### config.mk
export PLATFORM = sky130hd
export DESIGN_NAME = ccs_socket
export DESIGN_NICKNAME = d
export VERILOG_FILES = /design/src/design/ccs_pkg.sv /design/src/design/ccs_socket.sv
export SDC_FILE = /design/constraint.sdc
export NUM_CORES = 1
export LEC_CHECK = 0
export ABC_CLOCK_PERIOD_IN_PS = 2170
export BUFFER_PORTS_ARGS = -buffer_cell sky130_fd_sc_hd__buf_2
export CAP_MARGIN = 20
export CELL_PAD_IN_SITES_DETAIL_PLACEMENT = 1
export CELL_PAD_IN_SITES_GLOBAL_PLACEMENT = 1
export CORE_MARGIN = 3
export CORE_UTILIZATION = 40
export CTS_CLUSTER_SIZE = 20
export DETAILED_ROUTE_END_ITERATION = 10
export HOLD_SLACK_MARGIN = 0.08
export PLACE_DENSITY = 0.66
export SETUP_SLACK_MARGIN = 0.02
export SYNTH_ARGS = -nofsm -noshare
export SYNTH_HDL_FRONTEND = slang
export SYNTH_SLANG_ARGS = --single-unit
### constraint.sdc
create_clock -name clock -period 2.17 [get_ports clock]
set_input_delay 0.3255 -clock clock [delete_from_list [all_inputs] [get_ports clock]]
set_output_delay 0.3255 -clock clock [all_outputs]
set_load 0.1 [all_outputs]
### src/design/ccs_pkg.sv
package ccs_pkg;

	// socket geometry
	localparam int ADDR_W = 26;
	localparam int DATA_W = 16;

	// register offsets on the plain port
	localparam logic [3:0] OFS_CTRL    = 4'h0;
	localparam logic [3:0] OFS_ADDR    = 4'h1;
	localparam logic [3:0] OFS_WDATA   = 4'h2;
	localparam logic [3:0] OFS_CMD     = 4'h3;
	localparam logic [3:0] OFS_STATUS  = 4'h4;
	localparam logic [3:0] OFS_RDATA   = 4'h5;

	// control register field positions
	localparam int CTL_IO_MODE  = 5;
	localparam int CTL_ATA      = 0;
	localparam int CTL_DMA      = 1;
	localparam int CTL_WIDE8    = 2;
	localparam int CTL_IFEN     = 3;
	localparam int CTL_RESET    = 4;
	localparam int CTL_DRQ_LO   = 6;
	localparam int CTL_DRQ_HI   = 7;
	localparam logic [7:0] CTRL_RST = 8'h00;

	// command register field positions
	localparam int CMD_WRITE = 0;
	localparam int CMD_IO    = 1;
	localparam int CMD_ATTR  = 2;
	localparam int CMD_DMA   = 3;
	localparam int CMD_ODD   = 4;

	// status register field positions
	localparam int ST_BUSY   = 0;
	localparam int ST_WP     = 1;
	localparam int ST_WIDE   = 2;
	localparam int ST_INPUT_ACK_N = 3;
	localparam int ST_DRQ    = 4;
	localparam int ST_READY  = 5;
	localparam int ST_IRQ    = 6;
	localparam int ST_SEATED = 7;

	// dma request source select
	localparam logic [1:0] DRQ_WP     = 2'h0;
	localparam logic [1:0] DRQ_INPUT_ACK_N = 2'h1;
	localparam logic [1:0] DRQ_BVD2   = 2'h2;

	// strobe timing in ns and derived cycles at 125 MHz
	localparam int CLK_PS       = 8000;
	localparam int SETUP_NS     = 30;
	localparam int STROBE_NS    = 100;
	localparam int SETUP_CYC    = (SETUP_NS * 1000 + CLK_PS - 1) / CLK_PS;
	localparam int STROBE_CYC   = (STROBE_NS * 1000 + CLK_PS - 1) / CLK_PS;
	localparam logic [3:0] SETUP_CNT  = 4'(SETUP_CYC);
	localparam logic [3:0] STROBE_CNT = 4'(STROBE_CYC);

	// cycle sequencer states, gray along the usual path
	typedef enum logic [1:0] {
		CCS_IDLE   = 2'b00,
		CCS_SETUP  = 2'b01,
		CCS_STROBE = 2'b11,
		CCS_HOLD   = 2'b10
	} ccs_state_t;

endpackage

### src/design/ccs_socket.sv
// Local design decisions: strobed register access and the address map.
`timescale 1ns/10ps
// Behaviour
// - memory mode: space select picks attribute or common memory
// - i/o mode: space select low for every non-dma i/o cycle outside ata mode
// - dma cycles: space select high during i/o strobes
// - ata mode: space select always high
// - drive 26-bit card address bus as tri-state outputs
// - 16-bit bidirectional data; device drives writes, samples reads
// - non-dma memory read asserts memory read strobe low
// - dma write (i/o read): memory read strobe low only while tc high
// - dma read (i/o write): memory read strobe stays high
// - non-dma memory write asserts memory write strobe low
// - dma read (i/o write): memory write strobe low only while tc high
// - dma write (i/o read): memory write strobe stays high
// - i/o read strobe low for each i/o read
// - i/o write strobe low for each i/o write
// - i/o mode: low shared input marks 16-bit capable access
// - dma mode: software picks dma request pin among three
// - memory mode: ready input readable as status bit 5
// - i/o mode: shared ready line low is interrupt request
// - cycle extended while wait low, ends after it goes high
// - 8-bit cards: only low enable, address bit 0 set for odd
// - card reset high-z unless seated and interface enabled
module ccs_socket
	import ccs_pkg::*;
(
	// clock and reset
	input  wire logic                    clock,
	input  wire logic                    rst_b,
	// register port
	input  wire logic [3:0]              reg_addr,
	input  wire logic [7:0]              reg_wdata,
	input  wire logic                    reg_wr,
	input  wire logic                    reg_rd,
	output logic      [7:0]              reg_rdata,
	// host dma terminal count and card seating
	input  wire logic                    host_tc,
	input  wire logic                    card_seated,
	// socket address and select
	output logic      [ccs_pkg::ADDR_W-1:0] card_addr,
	output logic                         card_addr_oe_n,
	output logic                         space_sel_n,
	output logic      [1:0]              card_enable_n,
	// socket data
	input  wire logic [ccs_pkg::DATA_W-1:0] card_data_in,
	output logic      [ccs_pkg::DATA_W-1:0] card_data_out,
	output logic                         card_data_oe_n,
	// socket strobes
	output logic                         mem_read_strobe_n,
	output logic                         mem_write_strobe_n,
	output logic                         io_read_strobe_n,
	output logic                         io_write_strobe_n,
	output logic                         strobe_oe_n,
	// card reset
	output logic                         card_reset,
	output logic                         card_reset_oe_n,
	// card status inputs
	input  wire logic                    wp_io_wide_capable_n,
	input  wire logic                    input_ack_n,
	input  wire logic                    ready_card_interrupt_n,
	input  wire logic                    wait_n,
	input  wire logic                    battery_status2_pin,
	// decoded status
	output logic                         card_interrupt_n,
	output logic                         card_dma_request_n
);
	import ccs_pkg::*;

	// two-stage synchronisers for all card pins and host tc
	localparam int NSYNC = 7;
	logic [NSYNC-1:0] sync1;
	logic [NSYNC-1:0] sync2;
	logic [NSYNC-1:0] raw_in;
	assign raw_in = {card_seated, host_tc, battery_status2_pin, wait_n,
		ready_card_interrupt_n, input_ack_n, wp_io_wide_capable_n};

	genvar gi;
	generate
		for (gi = 0; gi < NSYNC; gi++)
		begin : g_sync
			always_ff @(posedge clock or negedge rst_b)
			begin
				if (!rst_b)
				begin
					sync1[gi] <= 1'b1;
					sync2[gi] <= 1'b1;
				end
				else
				begin
					sync1[gi] <= raw_in[gi];
					sync2[gi] <= sync1[gi];
				end
			end
		end
	endgenerate

	logic s_wp;
	logic s_input_ack_n;
	logic s_rdy;
	logic s_wait;
	logic s_bvd2;
	logic s_tc;
	logic s_seated;
	assign s_wp     = sync2[0];
	assign s_input_ack_n = sync2[1];
	assign s_rdy    = sync2[2];
	assign s_wait   = sync2[3];
	assign s_bvd2   = sync2[4];
	assign s_tc     = sync2[5];
	assign s_seated = sync2[6];

	// software registers
	logic [7:0]        ctrl;
	logic [ADDR_W-1:0] addr_reg;
	logic [DATA_W-1:0] wdata_reg;
	logic [DATA_W-1:0] rdata_reg;
	logic [4:0]        cmd_reg;
	logic              wide_seen;
	logic              start;

	logic io_mode;
	logic ata_mode;
	logic dma_mode;
	assign io_mode  = ctrl[CTL_IO_MODE];
	assign ata_mode = ctrl[CTL_ATA];
	assign dma_mode = ctrl[CTL_DMA];

	ccs_state_t state;
	ccs_state_t next_state;
	logic [3:0] count;

	// a command write starts a cycle; ignored while one is running
	assign start = reg_wr && reg_addr == OFS_CMD && state == CCS_IDLE;

	// control and address registers; address loads 8 bits per write
	always_ff @(posedge clock or negedge rst_b)
	begin
		if (!rst_b)
		begin
			ctrl      <= CTRL_RST;
			addr_reg  <= '0;
			wdata_reg <= '0;
			cmd_reg   <= '0;
		end
		else if (reg_wr)
		begin
			case (reg_addr)
				OFS_CTRL:  ctrl <= reg_wdata;
				OFS_ADDR:  addr_reg <= {addr_reg[ADDR_W-9:0], reg_wdata};
				OFS_WDATA: wdata_reg <= {wdata_reg[DATA_W-9:0], reg_wdata};
				OFS_CMD:   if (state == CCS_IDLE) cmd_reg <= reg_wdata[4:0];
				default:   ;
			endcase
		end
	end

	logic c_write;
	logic c_io;
	logic c_dma;
	assign c_write = cmd_reg[CMD_WRITE];
	assign c_io    = cmd_reg[CMD_IO] || cmd_reg[CMD_DMA];
	assign c_dma   = cmd_reg[CMD_DMA] && dma_mode;

	// cycle sequencer: setup, strobe (stretched by wait), hold
	always_comb
	begin
		next_state = state;
		case (state)
			CCS_IDLE:   if (start) next_state = CCS_SETUP;
			CCS_SETUP:  if (count == 4'h0) next_state = CCS_STROBE;
			CCS_STROBE: if (count == 4'h0 && s_wait) next_state = CCS_HOLD;
			CCS_HOLD:   next_state = CCS_IDLE;
			default:    next_state = CCS_IDLE;
		endcase
	end

	always_ff @(posedge clock or negedge rst_b)
	begin
		if (!rst_b)
		begin
			state <= CCS_IDLE;
			count <= 4'h0;
		end
		else
		begin
			state <= next_state;
			if (state == CCS_IDLE && start)
				count <= SETUP_CNT - 4'h1;
			else if (state == CCS_SETUP && count == 4'h0)
				count <= STROBE_CNT - 4'h1;
			else if (count != 4'h0)
				count <= count - 4'h1;
		end
	end

	// strobe decode; exactly one primary strobe per non-dma cycle
	logic strobing;
	assign strobing = state == CCS_STROBE;
	logic active;
	assign active = state != CCS_IDLE;

	always_ff @(posedge clock or negedge rst_b)
	begin
		if (!rst_b)
		begin
			io_read_strobe_n   <= 1'b1;
			io_write_strobe_n  <= 1'b1;
			mem_read_strobe_n  <= 1'b1;
			mem_write_strobe_n <= 1'b1;
		end
		else
		begin
			io_read_strobe_n   <= !(next_state == CCS_STROBE && c_io && !c_write);
			io_write_strobe_n  <= !(next_state == CCS_STROBE && c_io && c_write);
			if (c_dma)
			begin
				// tc flag rides on the memory strobes during dma
				mem_read_strobe_n  <= !(next_state == CCS_STROBE && !c_write && s_tc);
				mem_write_strobe_n <= !(next_state == CCS_STROBE && c_write && s_tc);
			end
			else
			begin
				mem_read_strobe_n  <= !(next_state == CCS_STROBE && !c_io && !c_write);
				mem_write_strobe_n <= !(next_state == CCS_STROBE && !c_io && c_write);
			end
		end
	end

	// address, select, enables and data drive
	always_ff @(posedge clock or negedge rst_b)
	begin
		if (!rst_b)
		begin
			card_addr      <= '0;
			card_addr_oe_n <= 1'b1;
			space_sel_n    <= 1'b1;
			card_enable_n  <= 2'b11;
			card_data_out  <= '0;
			card_data_oe_n <= 1'b1;
			strobe_oe_n    <= 1'b1;
		end
		else
		begin
			card_addr_oe_n <= !ctrl[CTL_IFEN];
			strobe_oe_n    <= !ctrl[CTL_IFEN];
			card_addr      <= addr_reg;
			if (ctrl[CTL_WIDE8] || !(io_mode && c_io))
				card_addr[0] <= cmd_reg[CMD_ODD];
			if (ata_mode)
				space_sel_n <= 1'b1;
			else if (c_dma && c_io)
				space_sel_n <= 1'b1;
			else if (io_mode && c_io)
				space_sel_n <= !active;
			else
				space_sel_n <= !(active && cmd_reg[CMD_ATTR]);
			if (!active)
				card_enable_n <= 2'b11;
			else if (ctrl[CTL_WIDE8])
				card_enable_n <= 2'b10;
			else if (io_mode && c_io && s_wp)
				card_enable_n <= {1'b1, 1'b0};   // 8-bit i/o when not 16-bit capable
			else
				card_enable_n <= 2'b00;
			card_data_out  <= wdata_reg;
			card_data_oe_n <= !(active && c_write);
		end
	end

	// card data passes two flops like every other pin; the strobe is far
	// longer than the lag, so the capture still sees the card's word
	logic [DATA_W-1:0] data_s1;
	logic [DATA_W-1:0] data_s2;
	always_ff @(posedge clock or negedge rst_b)
	begin
		if (!rst_b)
		begin
			data_s1 <= '0;
			data_s2 <= '0;
		end
		else
		begin
			data_s1 <= card_data_in;
			data_s2 <= data_s1;
		end
	end

	// capture read data on the last strobe cycle, plus 16-bit flag
	always_ff @(posedge clock or negedge rst_b)
	begin
		if (!rst_b)
		begin
			rdata_reg <= '0;
			wide_seen <= 1'b0;
		end
		else if (strobing && next_state == CCS_HOLD)
		begin
			if (!c_write)
				rdata_reg <= data_s2;
			wide_seen <= io_mode && !s_wp;
		end
	end

	// card reset drive and decoded card status
	logic [1:0] drq_sel;
	assign drq_sel = ctrl[CTL_DRQ_HI:CTL_DRQ_LO];
	logic drq_now;
	always_comb
	begin
		case (drq_sel)
			DRQ_WP:     drq_now = s_wp;
			DRQ_INPUT_ACK_N: drq_now = s_input_ack_n;
			DRQ_BVD2:   drq_now = s_bvd2;
			default:    drq_now = 1'b1;
		endcase
	end

	always_ff @(posedge clock or negedge rst_b)
	begin
		if (!rst_b)
		begin
			card_reset         <= 1'b0;
			card_reset_oe_n    <= 1'b1;
			card_interrupt_n   <= 1'b1;
			card_dma_request_n <= 1'b1;
		end
		else
		begin
			card_reset         <= ctrl[CTL_RESET];
			card_reset_oe_n    <= !(s_seated && ctrl[CTL_IFEN]);
			card_interrupt_n   <= io_mode ? s_rdy : 1'b1;
			card_dma_request_n <= dma_mode ? drq_now : 1'b1;
		end
	end

	// register read, data one cycle after the strobe
	always_ff @(posedge clock or negedge rst_b)
	begin
		if (!rst_b)
			reg_rdata <= 8'h00;
		else if (reg_rd)
		begin
			case (reg_addr)
				OFS_CTRL:   reg_rdata <= ctrl;
				OFS_ADDR:   reg_rdata <= addr_reg[7:0];
				OFS_WDATA:  reg_rdata <= wdata_reg[7:0];
				OFS_CMD:    reg_rdata <= {3'h0, cmd_reg};
				OFS_STATUS: reg_rdata <= {s_seated, !io_mode ? 1'b0 : !s_rdy,
					!io_mode ? s_rdy : 1'b0,
					!drq_now, !s_input_ack_n, wide_seen,
					!io_mode ? s_wp : 1'b0,
					active};
				OFS_RDATA:  reg_rdata <= rdata_reg[7:0];
				default:    reg_rdata <= 8'h00;
			endcase
		end
		else
			reg_rdata <= 8'h00;
	end

	// guards
	chk_one_strobe: assert property (@(posedge clock) disable iff (!rst_b)
		!c_dma |-> $countones({~mem_read_strobe_n, ~mem_write_strobe_n,
			~io_read_strobe_n, ~io_write_strobe_n}) <= 1)
		else $error("more than one primary strobe");
	chk_ata_select: assert property (@(posedge clock) disable iff (!rst_b)
		$past(ata_mode) |-> space_sel_n)
		else $error("space select active in ata mode");
	chk_dma_read_oe: assert property (@(posedge clock) disable iff (!rst_b)
		!io_write_strobe_n && $past(c_dma) |-> mem_read_strobe_n)
		else $error("memory read strobe during dma read");
	chk_dma_write_we: assert property (@(posedge clock) disable iff (!rst_b)
		!io_read_strobe_n && $past(c_dma) |-> mem_write_strobe_n)
		else $error("memory write strobe during dma write");
	chk_wait_hold: assert property (@(posedge clock) disable iff (!rst_b)
		strobing && !s_wait |=> strobing)
		else $error("cycle ended while wait low");
	chk_reset_float: assert property (@(posedge clock) disable iff (!rst_b)
		!$past(s_seated) |-> card_reset_oe_n)
		else $error("card reset driven with no card");
	chk_strobe_follow: assert property (@(posedge clock) disable iff (!rst_b)
		start && !reg_wdata[CMD_WRITE] && reg_wdata[CMD_IO] && s_wait
		|-> ##[1:6] !io_read_strobe_n)
		else $error("i/o read strobe missing");
	chk_irq_map: assert property (@(posedge clock) disable iff (!rst_b)
		$past(io_mode) && $past(s_rdy) == 1'b0 |-> !card_interrupt_n)
		else $error("interrupt not passed");
endmodule

==> impl_metrics.toml, run 1 <==
[grt]
grt_pass1_vias = 3556
grt-ovfl-total = 0
grt_pass1_wl_mm = 20.0
antenna_found_initial = 0
track_usage_pct = 16.6
grt_max_degree = 62

[route]
vias_per_cell = 4.88
wl_mm = 12.0
wl_per_cell_um = 18.1
drtAntennaViolNets = 0
vias = 3243
dr.pass1.iters = 4
drc = 0
dr.first_iter.drc_count = 185

[power]
ir_drop_mv = 0.553
power_mw = 9.87
leakage_nw = 3.43
power.density_nw_per_um2 = 1370

[timing]
hold_violations = 0
tns_ns = 0
relSlewSlack_pct = 56.9
tightestPinTransition_ns = 0.638
finalCriticalPeriod_ns = 1.96
rsz0062_at_grt = "no"
fin_crit_sh_pct = 90.2
hold_ws_ns = 0.179
skew_ns = 0.00471
setup_viol = 0
finalMaxSlewViolations = 0
max_freq_mhz = 511

[worst_setup_path]
cp-start-kind = "register"
reg2reg_to = "rdata_reg[7]$_DFFE_PN0P_"
cp_max_fo = 8
cp-end-kind = "register"
slowest_delay_ns = 0.41
required_ns = 2.48
r2r-start = "count[0]$_DFFE_PN0P_"
rrSetupSlack_ns = 0.21
cpMaxStageDelayCell = "dfrtp_1"
path_cells = "inv_1, ha_1, nor3b_4, nand4_4, nor2_4, mux2_2"
arrival_ns = 2.27
path_class = "register to register"
reg2reg_depth = 6

[synthesis]
synth.area.top_cells = "dfrtp_1 (59%), mux2_2 (12%), dfstp_2 (12%), mux2_4 (1.3%), mux2i_1 (1.2%)"
seq_area_frac_synth_pct = 71.3
syn_nets = 388
ys_ff_latch = 163
ys_warn_count = 0
synth_most_common_cell = "dfrtp_1"
async_flop_share_pct = 100
synth_commonest_cells = "dfrtp_1 (137), mux2_2 (63), dfstp_2 (26), nand2_1 (12), nor2_1 (10)"
syn_avg_cell_area_sq_um = 16.6
synth_flop_cell = "dfrtp_1"
synth_edf_count = 0
synth_top_area_cell = "dfrtp_1"
synth_cell_types = 54
synth_top_area_share_pct = 59.4
synth_area_sq_um = 5770
synth_cells = 348

[layout]
syn_to_final_growth_pct = 25.3
diodes = 0
final_core_util_pct = 51.7
drive_gt1_share_pct = 49.3
final_cells = 665
nNetsFinal = 512

[floorplanning]
boundaryPins = 103
core_region_area_sq_um = 14000
start_util_pct = 41.2
row_count = 43
die_area_sq_um = 15900
die_x_um = 126
die_y_um = 126

[job]
cap_viol_max_count = 0

[clock_tree]
htreeDepth = 4
cts_max_path_buffers = 2
clk_latency_ns = 0.42
clk_pin_slew_worst_paths_ns = 0.06
numClockSinks = 163
cts_tree = "yes"
cts_root_buf = "clkbuf_16"
numCtsBuffers = 17

[placement]
dp.final_hpwl_mm = 8.28
io_buffers = 94
gp_congestion = 0.785
place_inst = 617

[min_path]
hold_depth = 2
min_path_type = "input port to register"
hold_end = "ctrl[6]$_DFFE_PN0P_"
hold_start = "reg_wdata[6]"

[outcome]
status = "completed"
==> worst max-delay path, delay by kind of cell (launching register included) <==
family | cells | cell delay (ns)
buf+inv | 1 | 0.09
mux | 1 | 0.37
simple gates | 3 | 0.77
flops | 1 | 0.41
fa+ha+maj | 1 | 0.21
==> area by class of cell <==
type,instances,area [sq um]
Timing Repair Buffer,116,707
Multi-Input combinational cell,168,1550
Tap cell,180,225
Sequential cell,163,4110
Clock buffer,20,457
Inverter,6,22.5
Fill cell,1387,6760
Clock inverter,12,156
==> per-stage QoR <==
stage               area [sq um]  setup slack, ns
floorplan                   5770            0.419
global placement            6450            0.314
detailed placement          6450            0.182
CTS                         7230            0.170
global route                7230           0.0477
finish                      7230            0.212
==> kinds of logic (layout without fill, tap and decap cells) <==
logic type	after synthesis	after routing	synth area share [%]
DFF	163	163	71.3
adders and majority gates	1	1	0.217
and+or+nand+nor	61	61	7.31
AOI/OAI and AO/OA	27	27	3.17
xor gates and xnor gates	1	1	0.152
muxes	78	78	16.0
buffers and inverters	17	154	1.89
==> worst max-delay path by stage <==
stage / from / to / slack (ns) / cells after the start
after global placement: count[0]$_DFFE_PN0P_ / rdata_reg[1]$_DFFE_PN0P_ / 0.31 / 6
after floorplan: count[0]$_DFFE_PN0P_ / rdata_reg[0]$_DFFE_PN0P_ / 0.42 / 6
after detailed placement: count[0]$_DFFE_PN0P_ / rdata_reg[7]$_DFFE_PN0P_ / 0.18 / 6
after global routing: count[1]$_DFFE_PN0P_ / rdata_reg[0]$_DFFE_PN0P_ / 0.05 / 6
after CTS: count[0]$_DFFE_PN0P_ / rdata_reg[7]$_DFFE_PN0P_ / 0.17 / 6
final: count[0]$_DFFE_PN0P_ / rdata_reg[7]$_DFFE_PN0P_ / 0.21 / 6
==> power by group <==
group	leakage, nW	switching, mW	internal [mW]	total (mW)
clock network	0.288	1.17	1.87	3.04
logic	1.13	2.21	0.604	2.82
registers	2.02	0.374	3.63	4.01
total	3.43	3.76	6.11	9.87
==> what timing repair did <==
item | 4_1_cts | 5_1_grt
resized for setup | 0 | 0
hold endpoints to repair | 53 | 0
hold buffers | 16 | 0
setup buffers | 0 | 0
==> placed cells by master, fill, tap and decap left out, drive strengths merged, types with 2 or more instances in the layout <==
cell type / synthesis / layout
nor2b: 2 / 2
o21ai: 6 / 6
nand2b: 4 / 4
clkinv: 0 / 5
dfrtp: 137 / 137
nand3: 7 / 7
dlygate4sd3: 0 / 16
a21oi: 4 / 4
and2: 2 / 2
o211ai: 2 / 2
buf: 10 / 100
dfstp: 26 / 26
nand2: 12 / 12
nor3b: 3 / 3
nand3b: 3 / 3
bufinv: 0 / 3
a32oi: 2 / 2
nor2: 13 / 13
clkinvlp: 0 / 4
clkbuf: 1 / 20
nand4: 2 / 2
nor3: 3 / 3
nor4: 2 / 2
inv: 6 / 6
mux2: 68 / 68
a221oi: 2 / 2
and3: 2 / 2
a31oi: 2 / 2
mux4: 3 / 3
mux2i: 7 / 7
==> layer usage <==
metal  vias up  GRT usage, %  routed length (um)
met3        23          4.96                 568
li1       1483             -                   -
met2        78          26.9                6070
met4         0          7.13                 264
met1      1659          20.7                5140
met5         -             0                   0
(Power assumes the default switching activity.)
==> run 2, diff against run 1 <==
--- a/config.mk
+++ b/config.mk
@@ -5,7 +5,7 @@
 export SDC_FILE = /design/constraint.sdc
 export NUM_CORES = 1
 export LEC_CHECK = 0
-export ABC_CLOCK_PERIOD_IN_PS = 2170
+export ABC_CLOCK_PERIOD_IN_PS = 2350
 export BUFFER_PORTS_ARGS = -buffer_cell sky130_fd_sc_hd__buf_2
 export CAP_MARGIN = 20
 export CELL_PAD_IN_SITES_DETAIL_PLACEMENT = 1
==> constraint.sdc (replaced) <==
create_clock -name clock -period 2.35 [get_ports clock]
set_input_delay 0.3525 -clock clock [delete_from_list [all_inputs] [get_ports clock]]
set_output_delay 0.3525 -clock clock [all_outputs]
set_load 0.1 [all_outputs]
==> run 2 against run 1 <==
Utilization is 0.32 points lower. Clock-buffer cell count rose by 4. Wire length up 0.16%. Die area did not move. Final area decreased by 0.62%. Flip-flop and latch count unchanged. Largest cell class unchanged. Highest routed layer unchanged.
==> impl_metrics.toml, run 2 (same netlist as run 1, synthesis figures left out) <==
[worst_setup_path]
cp-start-kind = "register"
reg2reg_depth = 6
reg2reg_to = "rdata_reg[4]$_DFFE_PN0P_"
critPathBufInv = 1
arrival_ns = 2.27
required_ns = 2.65
rrSetupSlack_ns = 0.39
crit_family = "simple AND/OR/NAND/NOR gates"
path_class = "register to register"
r2r-start = "count[0]$_DFFE_PN0P_"
path_cells = "inv_1, ha_1, nor3b_4, nand4_4, nor2_4, mux2_2"
slowest_delay_ns = 0.42
cp-end-kind = "register"
cp_max_fo = 8
cp_num_cells = 6
cpMaxStageDelayCell = "dfrtp_1"

[power]
p_comb_share_pct = 29.1
intPower_mw = 5.48
switchingPower_mw = 3.44
sequentialPowerShare_pct = 41.6
sw_frac_of_total_pct = 38.6
leakage_nw = 3.42
ir_drop_mv = 0.455
power.density_nw_per_um2 = 1240
pwr-share-clk_pct = 29.4

[timing]
relSlewSlack_pct = 58.9
tightestPinTransition_ns = 0.607
fin_crit_sh_pct = 83.6
tns_ns = 0
finalMaxSlewViolations = 0
setup_viol = 0
rsz0062_at_grt = "no"
hold_violations = 0
skew_ns = 0.00421
max_freq_mhz = 509
finalCriticalPeriod_ns = 1.96

[placement]
gp_congestion = 0.790
dp.final_hpwl_mm = 8.33
io_buffers = 94

[route]
vias_per_cell = 4.88
vias = 3246
drc = 0
dr.first_iter.drc_count = 159
wl_mm = 12.1
dr.pass1.iters = 4
wl_per_cell_um = 18.1
drtAntennaViolNets = 0

[min_path]
hold_end = "addr_reg[6]$_DFFE_PN0P_"
hold_depth = 2
hold_start = "reg_wdata[6]"
min_path_type = "input port to register"

[clock_tree]
clk_pin_slew_worst_paths_ns = 0.06
cts_root_buf = "clkbuf_16"
htreeDepth = 4
numClockSinks = 163
cts_max_path_buffers = 2
ctsResizeCount = 0
numCtsBuffers = 17
cts_tree = "yes"
clk_latency_ns = 0.42

[layout]
nNetsFinal = 512
drive_gt1_share_pct = 48.9
final_cell_mix = "dfrtp_1 (137), buf_2 (93), mux2_2 (63), dfstp_2 (26), clkbuf_16 (17)"
final_core_util_pct = 51.3
final_common_cell = "dfrtp_1"
syn_to_final_growth_pct = 24.5
diodes = 0

[job]
cap_viol_max_count = 0

[floorplanning]
start_util_pct = 41.2
die_x_um = 126
die_area_sq_um = 15900
die_y_um = 126
row_count = 43
core_region_area_sq_um = 14000
boundaryPins = 103

[outcome]
status = "completed"

[grt]
antenna_found_initial = 0
grt_pass1_wl_mm = 20.2
grt_pass1_vias = 3575
grt_max_degree = 52
track_usage_pct = 16.7
grt-ovfl-total = 0
## run 2: cell types whose count changed in the layout (fill, tap and decap cells not counted)
cell and delta:
clkbuf_1 +2, clkbuf_8 +2, clkinv_2 +1, bufinv_16 -2
clkinv_4 -2, clkinvlp_4 -1
## run 2: worst max path at each step
stage | end | slack (ns) | start
3_5_place_dp | rdata_reg[4]$_DFFE_PN0P_ | 0.35 | count[0]$_DFFE_PN0P_
3_3_place_gp | addr_reg[7]$_DFFE_PN0P_ | 0.44 | reg_addr[0]
4_1_cts | rdata_reg[4]$_DFFE_PN0P_ | 0.35 | count[0]$_DFFE_PN0P_
6_report | rdata_reg[4]$_DFFE_PN0P_ | 0.39 | count[0]$_DFFE_PN0P_
5_1_grt | rdata_reg[4]$_DFFE_PN0P_ | 0.24 | count[0]$_DFFE_PN0P_
2_1_floorplan | rdata_reg[0]$_DFFE_PN0P_ | 0.60 | count[0]$_DFFE_PN0P_
## run 2: layout make-up
type | count | area, sq um
Clock buffer | 24 | 492
Sequential cell | 163 | 4110
Multi-Input combinational cell | 168 | 1550
Inverter | 6 | 22.5
Tap cell | 180 | 225
Fill cell | 1395 | 6810
Clock inverter | 8 | 76.3
Timing Repair Buffer | 116 | 707
## run 2: through the flow
stage | std cells | hold WS (ns) | total power [mW] | cell area (sq um) | setup WS [ns]
floorplan | 348 | 0.0569 | 5.77 | 5770 | 0.599
global placement | 617 | 0.320 | 6.26 | 6450 | 0.436
detailed placement | 617 | 0.329 | 6.34 | 6450 | 0.353
CTS | 665 | 0.180 | 9.02 | 7180 | 0.355
global route | 665 | 0.192 | 9.32 | 7180 | 0.242
finish | 665 | 0.204 | 8.91 | 7180 | 0.386
## run 2: what timing repair did
action,4_1_cts,5_1_grt
hold buffers,16,0
endpoints found under the hold margin,60,0
setup buffers,0,0
## run 2: metal layers
layer	up-vias	wire length, um	track usage [%]	part of all wire [%]
met4	0	315	7.89	2.6
met2	75	6070	26.7	50
li1	1475	-	-	-
met3	19	439	4.41	3.6
met5	-	0	0	0
met1	1677	5240	21.3	43
## run 2: power groups by stage
stage | Combinational (mW) | Sequential (mW) | Clock [mW]
after floorplan | 0.565 | 5.21 | 0
after global placement | 2.54 | 3.72 | 0
after detailed placement | 2.58 | 3.76 | 0
after CTS | 2.61 | 3.72 | 2.69
after global routing | 2.71 | 3.78 | 2.83
final | 2.59 | 3.70 | 2.62
